$ cat src/pkg/imrcal_pkg.sv
package imrcal_pkg;

   // ********************************************************
   // register map, byte addresses
   // ********************************************************
   localparam int          ADDR_W    = 8;
   localparam logic [7:0]  OFS_TRIM  = 8'h00;
   localparam logic [7:0]  OFS_GAIN  = 8'h04;
   localparam logic [7:0]  OFS_CLK   = 8'h08;
   localparam logic [7:0]  OFS_DEMOD = 8'h0c;
   localparam logic [7:0]  OFS_TONE  = 8'h10;
   localparam logic [7:0]  OFS_RSSI  = 8'h14;

   // ********************************************************
   // reset values
   // ********************************************************
   localparam logic [31:0] RST_TRIM  = 32'h0000_0000;
   localparam logic [31:0] RST_GAIN  = 32'h0000_0000;
   localparam logic [31:0] RST_CLK   = 32'h0000_0000;
   localparam logic [31:0] RST_DEMOD = 32'h0000_0000;
   localparam logic        RST_HALF  = 1'b0;

   // ********************************************************
   // field positions
   // ********************************************************
   localparam int TRIM_POL_BIT   = 31;
   localparam int TRIM_GSIDE_BIT = 30;
   localparam int TRIM_GLVL_LSB  = 25;
   localparam int TRIM_PSIDE_BIT = 24;
   localparam int TRIM_PLVL_LSB  = 20;
   localparam int TRIM_COARSE_BIT = 4;
   localparam int GSEL_LSB       = 18;
   localparam int FAMP_GAIN_LSB  = 20;
   localparam int FILT_GAIN_LSB  = 22;
   localparam int FAMP_BIAS_LSB  = 26;
   localparam int DIV_LSB        = 6;
   localparam int BW_LSB         = 30;
   localparam int TONE_HALF_BIT  = 0;
   localparam int RSSI_VALID_BIT = 8;

   // ********************************************************
   // data path constants
   // ********************************************************
   localparam int          SAMPLE_W  = 12;
   localparam logic [6:0]  RSSI_MAX  = 7'h50;
   localparam logic [6:0]  UNITY     = 7'h20;

   typedef struct packed {
      logic       gain_atten;
      logic       gain_on_q;
      logic [4:0] gain_level;
      logic       phase_on_q;
      logic [3:0] phase_level;
   } imrcal_trim_s;

   typedef struct packed {
      logic signed [SAMPLE_W-1:0] i;
      logic signed [SAMPLE_W-1:0] q;
   } imrcal_iq_s;

endpackage

$ cat src/rtl/imrcal_iq_trim.sv
`timescale 1ns/1ns
module imrcal_iq_trim (
   input  wire logic                clk,          // system clock
   input  wire logic                sys_rst,      // sync reset, high
   input  wire imrcal_pkg::imrcal_trim_s trim,    // decoded trim settings
   input  wire imrcal_pkg::imrcal_iq_s   in_iq,   // mixer samples
   input  wire logic                in_valid,     // sample strobe
   output imrcal_pkg::imrcal_iq_s   out_iq_ff,    // corrected samples
   output logic                     out_valid_ff  // corrected strobe
);

   localparam int SW = imrcal_pkg::SAMPLE_W;

   // ********************************************************
   // scaling helper, factor in 1/32 units
   // ********************************************************
   function automatic logic signed [SW-1:0] scale(input logic signed [SW-1:0] x,
                                                  input logic [6:0] k);
      logic signed [SW+7:0] p;
      p = x * $signed({1'b0, k});
      // keep low bits on purpose: overflow wraps like the analog trim
      return p[SW+4:5];
   endfunction

   logic [4:0]          eff_level;
   logic [6:0]          gain_k;
   logic signed [SW-1:0] gi;
   logic signed [SW-1:0] gq;
   logic signed [SW-1:0] pi_x;
   logic signed [SW-1:0] pq_x;
   imrcal_pkg::imrcal_iq_s nxt_out;

   // ********************************************************
   // gain and phase trim
   // ********************************************************
   always_comb begin
      // attenuation honours only the low four level bits
      eff_level = trim.gain_atten ? {1'b0, trim.gain_level[3:0]} : trim.gain_level;
      gain_k    = trim.gain_atten ? 7'(imrcal_pkg::UNITY - {2'b00, eff_level})
                                  : 7'(imrcal_pkg::UNITY + {2'b00, eff_level});
      gi = trim.gain_on_q ? in_iq.i : scale(in_iq.i, gain_k);
      gq = trim.gain_on_q ? scale(in_iq.q, gain_k) : in_iq.q;
      pi_x = scale(gq, {3'b000, trim.phase_level}) >>> 1;
      pq_x = scale(gi, {3'b000, trim.phase_level}) >>> 1;
      nxt_out.i = trim.phase_on_q ? gi : SW'(gi + pi_x);
      nxt_out.q = trim.phase_on_q ? SW'(gq + pq_x) : gq;
   end

   always_ff @(posedge clk) begin
      if (sys_rst) begin
         out_iq_ff    <= '0;
         out_valid_ff <= 1'b0;
      end else begin
         out_valid_ff <= in_valid;
         if (in_valid) begin
            out_iq_ff <= nxt_out;
         end
      end
   end

endmodule // imrcal_iq_trim

$ cat src/rtl/imrcal_top.sv
// The plain strobed port and the placing of the registers were decided locally.
`timescale 1ns/1ns
// Summary of operation
// - gain trim level bits 25-29; attenuation uses four bits, levels 0-15.
// - amplifying uses all five bits, levels 0-31, results wrap around.
// - bit 24 steers phase trim: 0 in-phase path, 1 quadrature path.
// - bits 20-23 hold the phase trim level.
// - tone base clock is clock divided by divider bits 6-9; keep small.
// - signal strength readback spans 0 weak to 80 strong, raw code.
// - bit 31 picks gain or attenuation; keep at 1, attenuation.
// - bit 30 steers gain trim: 0 in-phase path, 1 quadrature path.
module imrcal_top #(
   parameter int AVG_LOG2 = 6                      // log2 of strength window
) (
   input  wire logic                         clk,              // system clock
   input  wire logic                         sys_rst,          // sync reset, high
   input  wire logic [imrcal_pkg::ADDR_W-1:0] reg_addr,        // register address
   input  wire logic [31:0]                  reg_wdata,        // write data
   input  wire logic                         reg_wr,           // write strobe
   input  wire logic                         reg_rd,           // read strobe
   output logic [31:0]                       reg_rdata_ff,     // read data, next cycle
   input  wire imrcal_pkg::imrcal_iq_s       adc_iq,           // raw mixer samples
   input  wire logic                         adc_valid,        // sample strobe
   output imrcal_pkg::imrcal_iq_s            trim_iq_ff,       // corrected samples
   output logic                              trim_valid_ff,    // corrected strobe
   output logic                              tone_tick_ff,     // internal tone pulse
   output logic                              coarse_cal_ff,    // coarse cal start pulse
   output logic [1:0]                        gain_ctl_sel_ff,  // gain control select
   output logic [1:0]                        front_amp_gain_ff,// front amp gain
   output logic [1:0]                        filter_gain_ff,   // filter gain
   output logic [1:0]                        front_amp_bias_ff,// front amp bias
   output logic [1:0]                        if_bandwidth_select_ff, // bandwidth select
   output logic [6:0]                        rssi_code_ff,     // strength code 0..80
   output logic                              rssi_valid_ff     // code is settled
);

   localparam int SW  = imrcal_pkg::SAMPLE_W;
   localparam int ACW = SW - 1 + AVG_LOG2;

   // ********************************************************
   // registers
   // ********************************************************
   logic [31:0] trim_reg_ff;
   logic [31:0] gain_reg_ff;
   logic [31:0] clk_reg_ff;
   logic [31:0] demod_reg_ff;
   logic        tone_half_ff;
   logic        wr_trim;
   logic        wr_gain;
   logic        wr_clk;
   logic        wr_demod;
   logic        wr_tone;

   assign wr_trim  = reg_wr && (reg_addr == imrcal_pkg::OFS_TRIM);
   assign wr_gain  = reg_wr && (reg_addr == imrcal_pkg::OFS_GAIN);
   assign wr_clk   = reg_wr && (reg_addr == imrcal_pkg::OFS_CLK);
   assign wr_demod = reg_wr && (reg_addr == imrcal_pkg::OFS_DEMOD);
   assign wr_tone  = reg_wr && (reg_addr == imrcal_pkg::OFS_TONE);

   always_ff @(posedge clk) begin
      if (sys_rst) begin
         trim_reg_ff  <= imrcal_pkg::RST_TRIM;
         gain_reg_ff  <= imrcal_pkg::RST_GAIN;
         clk_reg_ff   <= imrcal_pkg::RST_CLK;
         demod_reg_ff <= imrcal_pkg::RST_DEMOD;
         tone_half_ff <= imrcal_pkg::RST_HALF;
      end else begin
         if (wr_trim) begin
            trim_reg_ff <= reg_wdata;
         end
         if (wr_gain) begin
            gain_reg_ff <= reg_wdata;
         end
         if (wr_clk) begin
            clk_reg_ff <= reg_wdata;
         end
         if (wr_demod) begin
            demod_reg_ff <= reg_wdata;
         end
         if (wr_tone) begin
            tone_half_ff <= reg_wdata[imrcal_pkg::TONE_HALF_BIT];
         end
      end
   end

   // ********************************************************
   // register read: setup registers are write only, except the tone halving bit
   // ********************************************************
   logic [31:0] nxt_rdata;

   always_comb begin
      nxt_rdata = 32'h0000_0000;
      if (reg_addr == imrcal_pkg::OFS_RSSI) begin
         nxt_rdata[6:0] = rssi_code_ff;
         nxt_rdata[imrcal_pkg::RSSI_VALID_BIT] = rssi_valid_ff;
      end else if (reg_addr == imrcal_pkg::OFS_TONE) begin
         nxt_rdata[imrcal_pkg::TONE_HALF_BIT] = tone_half_ff;
      end
   end

   always_ff @(posedge clk) begin
      if (sys_rst) begin
         reg_rdata_ff <= 32'h0000_0000;
      end else if (reg_rd) begin
         reg_rdata_ff <= nxt_rdata;
      end else begin
         reg_rdata_ff <= 32'h0000_0000;
      end
   end

   // ********************************************************
   // field outputs
   // ********************************************************
   always_ff @(posedge clk) begin
      if (sys_rst) begin
         gain_ctl_sel_ff   <= 2'h0;
         front_amp_gain_ff <= 2'h0;
         filter_gain_ff    <= 2'h0;
         front_amp_bias_ff <= 2'h0;
         if_bandwidth_select_ff <= 2'h0;
      end else begin
         gain_ctl_sel_ff   <= gain_reg_ff[imrcal_pkg::GSEL_LSB +: 2];
         front_amp_gain_ff <= gain_reg_ff[imrcal_pkg::FAMP_GAIN_LSB +: 2];
         filter_gain_ff    <= gain_reg_ff[imrcal_pkg::FILT_GAIN_LSB +: 2];
         front_amp_bias_ff <= gain_reg_ff[imrcal_pkg::FAMP_BIAS_LSB +: 2];
         if_bandwidth_select_ff <= demod_reg_ff[imrcal_pkg::BW_LSB +: 2];
      end
   end

   // coarse calibration runs once per trim write with the bit set
   always_ff @(posedge clk) begin
      if (sys_rst) begin
         coarse_cal_ff <= 1'b0;
      end else begin
         coarse_cal_ff <= wr_trim && reg_wdata[imrcal_pkg::TRIM_COARSE_BIT];
      end
   end

   // ********************************************************
   // tone base clock divider
   // ********************************************************
   logic [3:0] div_cnt_ff;
   logic       half_phase_ff;
   logic [3:0] div_val;
   logic       base_tick;

   // divider of zero behaves as one, no stall
   assign div_val   = (clk_reg_ff[imrcal_pkg::DIV_LSB +: 4] == 4'h0) ? 4'h1
                    : clk_reg_ff[imrcal_pkg::DIV_LSB +: 4];
   assign base_tick = (div_cnt_ff >= 4'(div_val - 4'h1));

   always_ff @(posedge clk) begin
      if (sys_rst || wr_clk) begin
         div_cnt_ff    <= 4'h0;
         half_phase_ff <= 1'b0;
      end else begin
         div_cnt_ff <= base_tick ? 4'h0 : 4'(div_cnt_ff + 4'h1);
         if (base_tick) begin
            half_phase_ff <= ~half_phase_ff;
         end
      end
   end

   always_ff @(posedge clk) begin
      if (sys_rst) begin
         tone_tick_ff <= 1'b0;
      end else begin
         // halving drops every other base tick
         tone_tick_ff <= base_tick && (!tone_half_ff || half_phase_ff);
      end
   end

   // ********************************************************
   // trim decode and iq correction
   // ********************************************************
   imrcal_pkg::imrcal_trim_s trim;

   always_comb begin
      trim.gain_atten  = trim_reg_ff[imrcal_pkg::TRIM_POL_BIT];
      trim.gain_on_q   = trim_reg_ff[imrcal_pkg::TRIM_GSIDE_BIT];
      trim.gain_level  = trim_reg_ff[imrcal_pkg::TRIM_GLVL_LSB +: 5];
      trim.phase_on_q  = trim_reg_ff[imrcal_pkg::TRIM_PSIDE_BIT];
      trim.phase_level = trim_reg_ff[imrcal_pkg::TRIM_PLVL_LSB +: 4];
   end

   imrcal_iq_trim u_iq_trim (
      .clk          (clk),
      .sys_rst      (sys_rst),
      .trim         (trim),
      .in_iq        (adc_iq),
      .in_valid     (adc_valid),
      .out_iq_ff    (trim_iq_ff),
      .out_valid_ff (trim_valid_ff)
   );

   // ********************************************************
   // signal strength measurement
   // ********************************************************
   function automatic logic [SW-2:0] mag(input logic signed [SW-1:0] x);
      logic [SW-1:0] a;
      a = x[SW-1] ? SW'(-x) : SW'(x);
      // most negative code saturates rather than wrapping to zero
      return a[SW-1] ? {(SW-1){1'b1}} : a[SW-2:0];
   endfunction

   logic [SW-2:0]     mag_i;
   logic [SW-2:0]     mag_q;
   logic [SW-2:0]     peak;
   logic [ACW-1:0]    acc_ff;
   logic [AVG_LOG2:0] cnt_ff;
   logic [ACW-1:0]    acc_sum;
   logic              win_done;
   logic [SW-2:0]     avg;
   logic [6:0]        nxt_code;

   assign mag_i    = mag(trim_iq_ff.i);
   assign mag_q    = mag(trim_iq_ff.q);
   assign peak     = (mag_i > mag_q) ? mag_i : mag_q;
   assign acc_sum  = ACW'(acc_ff + {{AVG_LOG2{1'b0}}, peak});
   assign win_done = trim_valid_ff && (cnt_ff == (AVG_LOG2+1)'((1 << AVG_LOG2) - 1));
   assign avg      = acc_sum[ACW-1:AVG_LOG2];
   // top seven magnitude bits, clipped to the full-scale code
   assign nxt_code = (avg[SW-2 -: 7] > imrcal_pkg::RSSI_MAX) ? imrcal_pkg::RSSI_MAX
                   : avg[SW-2 -: 7];

   // window restarts on a trim write; a sample trimmed at the write edge still enters with old settings
   always_ff @(posedge clk) begin
      if (sys_rst || wr_trim) begin
         acc_ff <= '0;
         cnt_ff <= '0;
      end else if (win_done) begin
         acc_ff <= '0;
         cnt_ff <= '0;
      end else if (trim_valid_ff) begin
         acc_ff <= acc_sum;
         cnt_ff <= (AVG_LOG2+1)'(cnt_ff + 1'b1);
      end
   end

   always_ff @(posedge clk) begin
      if (sys_rst) begin
         rssi_code_ff <= 7'h00;
      end else if (win_done && !wr_trim) begin
         rssi_code_ff <= nxt_code;
      end
   end

   always_ff @(posedge clk) begin
      if (sys_rst || wr_trim) begin
         rssi_valid_ff <= 1'b0;
      end else if (win_done) begin
         rssi_valid_ff <= 1'b1;
      end
   end

endmodule // imrcal_top

$ cat config.mk
export PLATFORM = sky130hd
export DESIGN_NAME = imrcal_top
export DESIGN_NICKNAME = d
export VERILOG_FILES = /design/src/pkg/imrcal_pkg.sv /design/src/rtl/imrcal_iq_trim.sv /design/src/rtl/imrcal_top.sv
export SDC_FILE = /design/constraint.sdc
export NUM_CORES = 1
export LEC_CHECK = 0
export ABC_AREA = 1
export BUFFER_PORTS_ARGS = -buffer_cell sky130_fd_sc_hd__buf_2
export CELL_PAD_IN_SITES_DETAIL_PLACEMENT = 2
export CELL_PAD_IN_SITES_GLOBAL_PLACEMENT = 2
export CORE_AREA = 2 2 230 187
export DETAILED_ROUTE_END_ITERATION = 10
export DIE_AREA = 0 0 232 189
export PLACE_DENSITY = 0.94
export SYNTH_ARGS = -nofsm -noshare
export SYNTH_HDL_FRONTEND = slang
export SYNTH_SLANG_ARGS = --single-unit
export TNS_END_PERCENT = 50
$ cat constraint.sdc
create_clock -name clk -period 20.6 [get_ports clk]
set_clock_uncertainty 0.2 [all_clocks]
set_input_delay 1.03 -clock clk [delete_from_list [all_inputs] [get_ports clk]]
set_output_delay 1.03 -clock clk [all_outputs]
set_load 0.01 [all_outputs]
Yosys cells after proc, flatten, opt, wreduce, memory -nomap -nowiden
Cells that the tools add are included.

Word-level logic and storage cells: 85. Output and inout port bits: 77. Register bits after elaboration: 209. Input port bits: 69.

Magnitude comparators: 3. Bitwise logic cells: 3. Multiply operators: 4. Equal/unequal tests: 6. Mux-type cells: 15. Add/sub/neg operators: 10. Reductions and logical operators: 20.

Operators by type and width (number): $mux W12 (6); $mul A12 B5 Y17 (2); $mul A12 B8 Y17 (2); $mux W11 (3); $add A12 B11 Y12 (2); $neg A12 Y12 (2); $add A17 B11 Y17 (1); $eq A8 B4 Y1 const B (2); $eq A8 B5 Y1 const B (2); $mux W7 (2); $gt A11 B11 Y1 (1); $logic_and A1 B1 Y1 (9); $eq A8 B3 Y1 const B (1); $logic_not A8 Y1 (1); $add A6 B5 Y7 const A (1); $add A7 B1 Y7 const B (1); $eq A7 B6 Y1 const B (1); $gt A7 B7 Y1 const B (1); $sub A6 B5 Y7 const A (1); $reduce_or A2 Y1 (3); $mux W5 (1); $add A4 B1 Y4 const B (1); $ge A4 B4 Y1 (1); $logic_not A4 Y1 (1); other kinds (7) (13).

Longest topological paths before layout
Gate-level depths: netlist of run 1.

Depth after elaboration: 8. Mapped depth: 63. Gate-level depth less buffers: 61.

By module
From an unflattened synthesis of run 1, not the netlist that was laid out.

Cell total of the unflattened synthesis: 2310. Area, all modules: 16006.6 µm².

By module, submodules not included: imrcal_iq_trim (cells an instance 1552, seq. area each 500.5 µm², area each 10861.7 µm², instances 1); imrcal_top (cells an instance 758, seq. area each 1681.6 µm², area each 5144.9 µm², instances 1).

Least setup slack after synthesis of run 1
OpenSTA, ideal clock, no wires.

Path type: register to register. Start point: reg trim_reg_ff[25]. End point: reg u_iq_trim.out_iq_ff[22] (netlist name). Path slack: 11.346 ns. Stages on the path, launching flop included: 47. Clock period less this slack: 9.254 ns. Library setup time: 0.132 ns. Arrival time: 8.922 ns. Cell sequence: dfxtp_1 -> buf_2 -> inv_1 -> ha_1 -> a21oi_1 -> o21ai_0 -> o21ai_1 -> clkbuf_1 -> nor2_1 -> fa_1 -> fa_1 -> fa_1 -> inv_1 -> fa_1 -> inv_1 -> ha_1 -> a21oi_1 -> o21a_1 -> [11 not listed] -> ha_1 -> a21oi_1 -> a21boi_2 -> xor2_1 -> ha_1 -> inv_1 -> fa_1 -> inv_1 -> a21o_1 -> a21oi_1 -> o21ai_0 -> a21oi_1 -> o21bai_1 -> a21oi_1 -> o21ai_0 -> xor2_1 -> o211ai_1 -> a21oi_1.

Word-level cells in the longest chain between the ends: 8.

RTL lines: from (decl) (RTL line imrcal_top.sv:43) `logic [31:0] trim_reg_ff;`; from (signal assigned) (RTL line imrcal_top.sv:62) `trim_reg_ff <= imrcal_pkg::RST_TRIM;`; from (signal assigned) (RTL line imrcal_top.sv:69) `trim_reg_ff <= reg_wdata;`; $mux W5 * (RTL line imrcal_iq_trim.sv:38) `eff_level = trim.gain_atten ? {1'b0, trim.gain_level[3:0]} : trim.gain_level;`; $add A6 B5 Y7 or $sub A6 B5 Y7 (tied branches) (RTL line imrcal_iq_trim.sv:40, imrcal_iq_trim.sv:39); $mux W7 * (RTL line imrcal_iq_trim.sv:39) `gain_k = trim.gain_atten ? 7'(imrcal_pkg::UNITY - {2'b00, eff_level})`; $mul A12 B8 Y17 (RTL line imrcal_iq_trim.sv:20) `p = x * $signed({1'b0, k});`; $mux W12 (RTL line imrcal_iq_trim.sv:42) `gq = trim.gain_on_q ? scale(in_iq.q, gain_k) : in_iq.q;`; $mul A12 B5 Y17 (RTL line imrcal_iq_trim.sv:20); $add A12 B11 Y12 (RTL line imrcal_iq_trim.sv:45) `nxt_out.i = trim.phase_on_q ? gi : SW'(gi + pi_x);`; $mux W12 * (RTL line imrcal_iq_trim.sv:45); to (signal assigned) (RTL line imrcal_iq_trim.sv:56) `out_iq_ff <= nxt_out;`; to (decl) (RTL line imrcal_iq_trim.sv:8) `output imrcal_pkg::imrcal_iq_s out_iq_ff,`.

Mark *: on every way between the ends. The rest lies on a longest branch, timed or not. A chain may end at the register's enable or synchronous reset.

Worst setup path after layout of run 1
Start point: reg trim_reg_ff[25]. End point: reg u_iq_trim.out_iq_ff[11] (netlist name).

Word-level cells in the longest chain between the ends: 8.

RTL lines: $mux W5 * (RTL line imrcal_iq_trim.sv:38); $add A6 B5 Y7 or $sub A6 B5 Y7 (tied branches) (RTL line imrcal_iq_trim.sv:40, imrcal_iq_trim.sv:39); $mux W7 * (RTL line imrcal_iq_trim.sv:39); $mul A12 B8 Y17 (RTL line imrcal_iq_trim.sv:20); $mux W12 (RTL line imrcal_iq_trim.sv:41) `gi = trim.gain_on_q ? in_iq.i : scale(in_iq.i, gain_k);`; $mul A12 B5 Y17 (RTL line imrcal_iq_trim.sv:20); $add A12 B11 Y12 (RTL line imrcal_iq_trim.sv:46) `nxt_out.q = trim.phase_on_q ? SW'(gq + pq_x) : gq;`; $mux W12 * (RTL line imrcal_iq_trim.sv:46).

Marked as above.

==> results of run 1 <==
cells in the mapped netlist (2+ instances only):
| cell | instances |
|---|---|
| a211oi_1 | 5 |
| a21boi_1 | 2 |
| a21o_1 | 10 |
| a21oi_1 | 144 |
| a21oi_2 | 2 |
| a31oi_1 | 5 |
| and2_1 | 4 |
| buf_1 | 6 |
| buf_2 | 8 |
| buf_4 | 25 |
| clkbuf_1 | 35 |
| clkinv_1 | 4 |
| dfxtp_1 | 109 |
| fa_1 | 145 |
| ha_1 | 174 |
| inv_1 | 502 |
| inv_2 | 4 |
| nand2_1 | 340 |
| nand2_2 | 31 |
| nand2_4 | 3 |
| nand3_1 | 80 |
| nand3_2 | 8 |
| nand3_4 | 4 |
| nand3b_1 | 3 |
| nand4_1 | 21 |
| nor2_1 | 263 |
| nor2_2 | 4 |
| nor2_8 | 2 |
| nor3_1 | 24 |
| nor3b_1 | 2 |
| nor4_1 | 5 |
| o211ai_1 | 22 |
| o21a_1 | 3 |
| o21ai_0 | 96 |
| o21ai_1 | 13 |
| o21ai_2 | 10 |
| o21bai_1 | 4 |
| o21bai_2 | 4 |
| or2_1 | 2 |
| or2_2 | 6 |
| xnor2_1 | 22 |
| xor2_1 | 52 |
final cells by class:
cell class	instances	area (um2)	share of cell area, %
multi-input cells	1547	11200	66.1
flip-flops and latches	109	2180	12.9
inverters	510	1910	11.3
well taps	552	691	4.08
repair buffers	120	628	3.71
clock buffers	9	225	1.33
clock inverters	7	91.3	0.540
diodes	3	7.51	0.0444
placed cells by master (no fill, tap or decap), types with 5 or more instances in the layout:
master       n
o21ai_1     13
a211oi_1     5
o21ai_2     10
fa_1       145
nand4_1     21
inv_1      502
nor2_1     263
nand3_2      8
o21ai_0     96
a21o_1      10
nand2_1    340
o211ai_1    22
or2_2        6
dfxtp_1    109
a21oi_1    144
nand2_2     31
clkbuf_16    9
xnor2_1     22
a31oi_1      5
ha_1       174
buf_4       11
nand3_1     80
nor3_1      24
xor2_1      52
buf_2      109
nor4_1       5
conb_1      24
worst min-delay path by stage:
stage                           startpoint                         to  slack [ps]  cells past startpoint
final                     demod_reg_ff[31]  if_bandwidth_select_ff[1]         260                      2
after global routing      demod_reg_ff[31]  if_bandwidth_select_ff[1]         280                      2
after CTS                 demod_reg_ff[31]  if_bandwidth_select_ff[1]         260                      2
after detailed placement         cnt_ff[6]                  cnt_ff[6]         240                      2
after global placement    demod_reg_ff[31]  if_bandwidth_select_ff[1]         210                      2
after floorplan           demod_reg_ff[30]  if_bandwidth_select_ff[0]         200                      2
power by group through the flow:
stage	sequential (uW)	combinational, uW	clock, uW
finish	227	204	194
global route	227	217	202
CTS	226	199	194
detailed placement	230	182	0
global placement	229	159	0
floorplan	228	119	0
worst max-delay path, delay by kind of cell, from the launching register on:
family	cells	cell delay, ps
compound gates	5	1730
xor+xnor	1	430
fa+ha+maj	10	4910
buf+inv	11	1610
flops	1	340
simple gates	23	3700
per-stage QoR:
step,worst slack (ps),power (uW)
after global routing,7430,646
final,7510,625
after CTS,7940,619
after global placement,10060,389
after floorplan,11350,348
after detailed placement,9040,412
logic make-up (layout without fill, tap and decap cells):
family / after synthesis / after routing
flops: 109 / 109
fa+ha+maj: 319 / 319
xor+xnor: 74 / 74
other cells: 1 / 27
buf+inv: 586 / 646
compound gates: 323 / 323
simple gates: 807 / 807
registers in the layout, indices dropped and copies added (netlist names), 4 cells and up:
| signal | count |
|---|---|
| rssi_code_ff | 7 |
| u_iq_trim.out_iq_ff | 24 |
| acc_ff | 17 |
| clk_reg_ff | 4 |
| div_cnt_ff | 4 |
| cnt_ff | 7 |
| reg_rdata_ff | 8 |
| trim_reg_ff | 12 |
| gain_reg_ff | 8 |
metal layers:
metal,share of wire [%],vias to the layer above
li1,-,6949
met1,36,8280
met2,51,800
met3,5.2,416
met4,8.3,0
met5,0,-
==> summary.md, run 1 <==
| Metric | Value |
|---|---|
| Critical Path Start Type | flop |
| Max IR drop VDD | 48.8 uV |
| Flop pwr share | 36.3% |
| Synth Area in Adders | 32.6% |
| Sequential-to-total area share from yosys stat | 14.0% |
| DR vias/cell | 5.76 |
| Die X | between 200 and 250 um |
| Initial antenna violation count | 3 |
| Sw Ratio | 41.5% |
| Synth Cell Area | roughly 0.016 mm2 |
| Worst-Margin Slew | 1220 ps |
| Hold-fix buffers, CTS | 0 |
| Post-DRT Antenna Nets | 0 |
| Crit path max fanout | 25 |
| First-pass GRT wire length | 121 mm |
| Final hold viol count | 0 |
| Slew HR | 17.7% |
| Clock buffer count from CTS | 9 |
| Post-cts resize count | 0 |
| Vias in the first global route | approximately 20000 |
| Initial Utilization | 37.6% |
| Overflow after GRT | 0 |
| Leak pwr | 0.00937 uW |
| Yosys cell types | 53 |
| FF-to-FF setup slack | 7510 ps |
| Clock Power Share | 31.0% |
| Synth Area in XOR/XNOR | 4.15% |
| Max Slew Vio Count | 0 |
| Gpl congestion | roughly 0.86 |
| Pint | around 370 uW |
| Setup tns final | 0 ps |
| Status | finished, final reports clean |
| Share of cells above drive strength 1 | a little under a tenth |
| Slowest stage delay, CP | 690 ps |
| Total clock sinks | 109 |
| Worst min-delay path category | flop to flop |
| Tcrit/Tclk final | 63.5% |
| Synth warn | 0 |
| Setup repair bufs after CTS | 0 |
| PD cells | between 30 and 40 mW/mm2 |
| Die Y | between 150 and 200 um |
| Layout Utilization | 40.8% |
| Num rows | 67 |
| Port Buf Inserts | 109 |
| Crit path DAT | 13160 ps |
| Synth Flop Type | dfxtp_1 |
| Reg clk slew, reported paths | around 90 ps |
| All-Layer GR Usage | a little over a third |
| Crit path kind | flop to flop |
| GRT met3 Usage | around 6.3% |
| Element type at the critical path end | flop |
| Syn-to-layout area delta | 8.47% |
| Worst flop-to-flop path endpoint | u_iq_trim.out_iq_ff[11] |
| Setup Viol. Count Final | 0 |
| NumNets Final | 2685 |
| R2R depth | 50 |
| Clock Latency Late Sink | a little under 400 ps |
| Worst hold slack | 255 ps |
| CP most frequent cell | nand2_1 |
| Post-synthesis mux area share | 0% |
| RR Startpoint | trim_reg_ff[25] |
| Met1 usage | 37.4% |
| Largest family of logic cells by synthesized area | adder cells |
| Syn avg cell area | ~7.0 um2 |
| Critical path launch point | trim_reg_ff[25] |
| HPWL after DPL | about 54 mm |
| Area share of the largest cell type after synthesis | between 10% and 20% |
| Post-synth EDFFs | 0 |
| Switching power | 259 uW |
| Die area | between 0.04 and 0.05 mm2 |
| Combinational power share | approximately 33% |
| First-pass DRT Iterations | 6 |
| Async set-reset flop share out of synthesis | 0% |
| Boundary pin count | 146 |
| Initial DRC Count | 1142 |
| Leading post-synthesis cells by cell area | fa_1 (19%), dfxtp_1 (14%), ha_1 (14%) |
| CTS max path bufs | 2 |
| GR peak layer | met2 |
| Post-Synth Simple-Gate Area | 22.7% |
| Fillers | approximately 5000 |
| RSZ-0062 raised after global routing | false |
| Drt drc | 0 |
| Drt total wl | approximately 80 mm |
| Fin crit period | 13090 ps |
| Slowest cell on crit path | fa_1 |
| Routed via count | between 15000 and 20000 |
| Placed instance area | 0.0166 mm2 |
| Synth Area in Compound Gates | 11.7% |
| Finished layout cell area | ~0.017 mm2 |
| Critical path required time | around 21000 ps |
| Max-cap viol count | 0 |
| Largest net degree at the start of global routing | 48 |
| Grt met2 use | between 60% and 70% |
| Synthesized flop and latch total | between 100 and 150 |
| Core Footprint | 0.0415 mm2 |
| Final std cells w/o fill | 2857 |
| Root Buffer | clkbuf_16 |
| # H-tree levels | 3 |
| CTS tree | yes |
| Area leader, netlist | fa_1 |
| DP Cell Count | 2838 |
| Setup crit end | u_iq_trim.out_iq_ff[11] |
| Wire per inst | 27.9 um |
| Post-Synthesis Cells | 2219 |
| Fmax | roughly 76 MHz |
No activity file was read; power rests on OpenSTA's default activity.
==> run 2: changes to the inputs <==
Settings changed: CORE_AREA 2 2 230 187 to 2 2 250 203, DIE_AREA 0 0 232 189 to 0 0 252 205, PLACE_DENSITY 0.94 to 0.85.
Clock period 20.6 ns to 10.6 ns, I/O delays scaled along.
==> run 2 against run 1 <==
Against the previous run:
- first-iteration DRC count decreased by 42%
- core utilization down 4.5 points
- cell area up 5.2%
- largest power group unchanged
==> summary.md, run 2 (synthesized netlist as in run 1, its figures left out) <==
| Metric | Value |
|---|---|
| HPWL after DPL | 47.0 mm (was 54.1 mm) |
| CP most frequent cell | nand2_1 (unchanged) |
| Initial antenna violation count | 2 (was 3) |
| Overflow after GRT | 0 (unchanged) |
| First-pass DRT Iterations | 5 (was 6) |
| Vias in the first global route | 17100 (was 19600) |
| Drt drc | 0 (unchanged) |
| RR Startpoint | trim_reg_ff[25] (unchanged) |
| Worst-Margin Slew | 1220 ps (about the same) |
| Port Buf Inserts | 109 (unchanged) |
| Placed instance area | 0.0168 mm2 (was 0.0166 mm2) |
| Boundary pin count | 146 (unchanged) |
| Core Footprint | 0.0491 mm2 (was 0.0415 mm2) |
| Total clock sinks | 109 (unchanged) |
| NumNets Final | 2712 (was 2685) |
| Leak pwr | 0.00955 uW (was 0.00937 uW) |
| Element type at the critical path end | flop (unchanged) |
| Die Y | 205 um (was 189 um) |
| Num rows | 73 (was 67) |
| Max Slew Vio Count | 0 (unchanged) |
| Routed via count | 15400 (was 16400) |
| Status | finished, final reports clean (unchanged) |
| Final hold viol count | 0 (unchanged) |
| Max IR drop VDD | 76.6 uV (was 48.8 uV) |
| Initial DRC Count | 663 (was 1142) |
| Clock Latency Late Sink | 370 ps (was 390 ps) |
| Slowest cell on crit path | fa_1 (unchanged) |
| Worst hold slack | 207 ps (was 255 ps) |
| Critical path launch point | trim_reg_ff[25] (unchanged) |
| Root Buffer | clkbuf_16 (unchanged) |
| Crit path max fanout | 12 (was 25) |
| Setup crit end | u_iq_trim.out_iq_ff[11] (unchanged) |
| Gpl congestion | 0.859 (was 0.861) |
| Fmax | 95.0 MHz (was 76.4 MHz) |
| Slew HR | 18.5% (was 17.7%) |
| Syn-to-layout area delta | 14.1% (was 8.47%) |
| Worst min-delay path category | primary input to flop (was flop to flop) |
| Crit path kind | flop to flop (unchanged) |
| Slowest stage delay, CP | 660 ps (was 690 ps) |
| Crit path DAT | 10590 ps (was 13160 ps) |
| Largest Register | u_iq_trim.out_iq_ff (unchanged) |
| Initial Utilization | 31.8% (was 37.6%) |
| Critical Path Start Type | flop (unchanged) |
| Wire per inst | 21.8 um (was 27.9 um) |
| Die X | 252 um (was 232 um) |
| Setup Viol. Count Final | 0 (unchanged) |
| CTS max path bufs | 2 (unchanged) |
| Share of cells above drive strength 1 | 13.9% (was 9.47%) |
| Drt total wl | 64.7 mm (was 79.6 mm) |
| PD cells | 65.1 mW/mm2 (was 36.9 mW/mm2) |
| Hold Crit Start | reg_wdata[29] (was demod_reg_ff[31]) |
| # H-tree levels | 3 (unchanged) |
| Tcrit/Tclk final | 99.3% (was 63.5%) |
| Largest net degree at the start of global routing | 48 (unchanged) |
| Worst flop-to-flop path endpoint | u_iq_trim.out_iq_ff[11] (unchanged) |
| Post-DRT Antenna Nets | 0 (unchanged) |
| Max-cap viol count | 0 (unchanged) |
| Commonest cells after routing, fill and taps aside | inv_1 (500), nand2_1 (332), nor2_1 (261) (was inv_1 (502), nand2_1 (340), nor2_1 (263)) |
| Max reg flops | 24 (unchanged) |
| Post-Place Setup Slack | -97.8 ps (was 9040 ps) |
| First-pass GRT wire length | 90.7 mm (was 121 mm) |
| FF-to-FF setup slack | 70 ps (was 7510 ps) |
| Critical path required time | 10670 ps (was 20670 ps) |
| Fin crit period | 10530 ps (was 13090 ps) |
| Commonest non-fill, non-tap cell in the layout | inv_1 (unchanged) |
| Largest registers | u_iq_trim.out_iq_ff x24, acc_ff x17, trim_reg_ff x12 (unchanged) |
| Die area | 0.0517 mm2 (was 0.0438 mm2) |
| Clock buffer count from CTS | 9 (unchanged) |
| CTS tree | yes (unchanged) |
| Fin worst setup slack | 72.4 ps (was 7510 ps) |
| R2R depth | 60 (was 50) |
| Finished layout cell area | 0.0178 mm2 (was 0.0169 mm2) |
| All-Layer GR Usage | 21.9% (was 36.4%) |
| Hold-fix buffers, CTS | 0 (unchanged) |
| Reg clk slew, reported paths | 80 ps (was 90 ps) |
| DR vias/cell | 5.20 (was 5.76) |
==> run 2: worst min path at each step <==
| stage | endpoint | cells after the start |
|---|---|---|
| 2_1_floorplan | if_bandwidth_select_ff[0] | 2 |
| 3_3_place_gp | if_bandwidth_select_ff[1] | 2 |
| 3_5_place_dp | if_bandwidth_select_ff[0] | 2 |
| 4_1_cts | trim_reg_ff[29] | 3 |
| 5_1_grt | coarse_cal_ff | 3 |
| 6_report | trim_reg_ff[29] | 3 |
==> run 2: repair_timing <==
item / in CTS / in global routing
gates cloned: 0 / 0
endpoints found under the setup margin: 2 / 10
pin swaps: 1 / 21
setup buffers: 1 / 12
resized for setup: 5 / 117
==> run 2: where the power goes <==
| group | switching (uW) | leakage (uW) | internal [uW] |
|---|---|---|---|
| sequential | 16.0 | 0.000887 | 422 |
| combinational | 247 | 0.00851 | 124 |
| clock | 182 | 0.000150 | 169 |
| total | 445 | 0.00955 | 714 |
==> run 2: final cells by class <==
type | count | area (um2)
diodes | 2 | 5.00
repair buffers | 147 | 842
clock inverters | 7 | 77.6
flip-flops and latches | 109 | 2180
multi-input cells | 1547 | 11800
clock buffers | 9 | 225
well taps | 637 | 797
inverters | 510 | 1910
fillers | 5782 | 31300
==> run 2: metrics by stage <==
step	TNS (ps)	power, uW	cells	utilization, %
2_1_floorplan	0	676	2242	-
3_3_place_gp	0	760	2937	34.2
3_5_place_dp	-162	790	2937	34.2
4_1_cts	0	1140	2954	34.9
5_1_grt	-1820	1230	2968	36.2
6_report	0	1160	2968	36.2
==> run 2: worst max-delay path, delay by kind of cell, from the launching register on <==
| kind | cells | cell delay, ps |
|---|---|---|
| fa+ha+maj | 11 | 4260 |
| simple gates | 24 | 2300 |
| compound gates | 13 | 2040 |
| buf+inv | 11 | 1090 |
| flops | 1 | 360 |
| xor+xnor | 1 | 180 |
==> run 2: per-layer routing <==
layer / vias to the layer above / share of wire [%] / GRT usage, %
li1: 7004 / - / -
met1: 7905 / 41 / 26.4
met2: 357 / 52 / 40.7
met3: 166 / 3.1 / 2.54
met4: 0 / 4.2 / 6.64
met5: - / 0 / 0
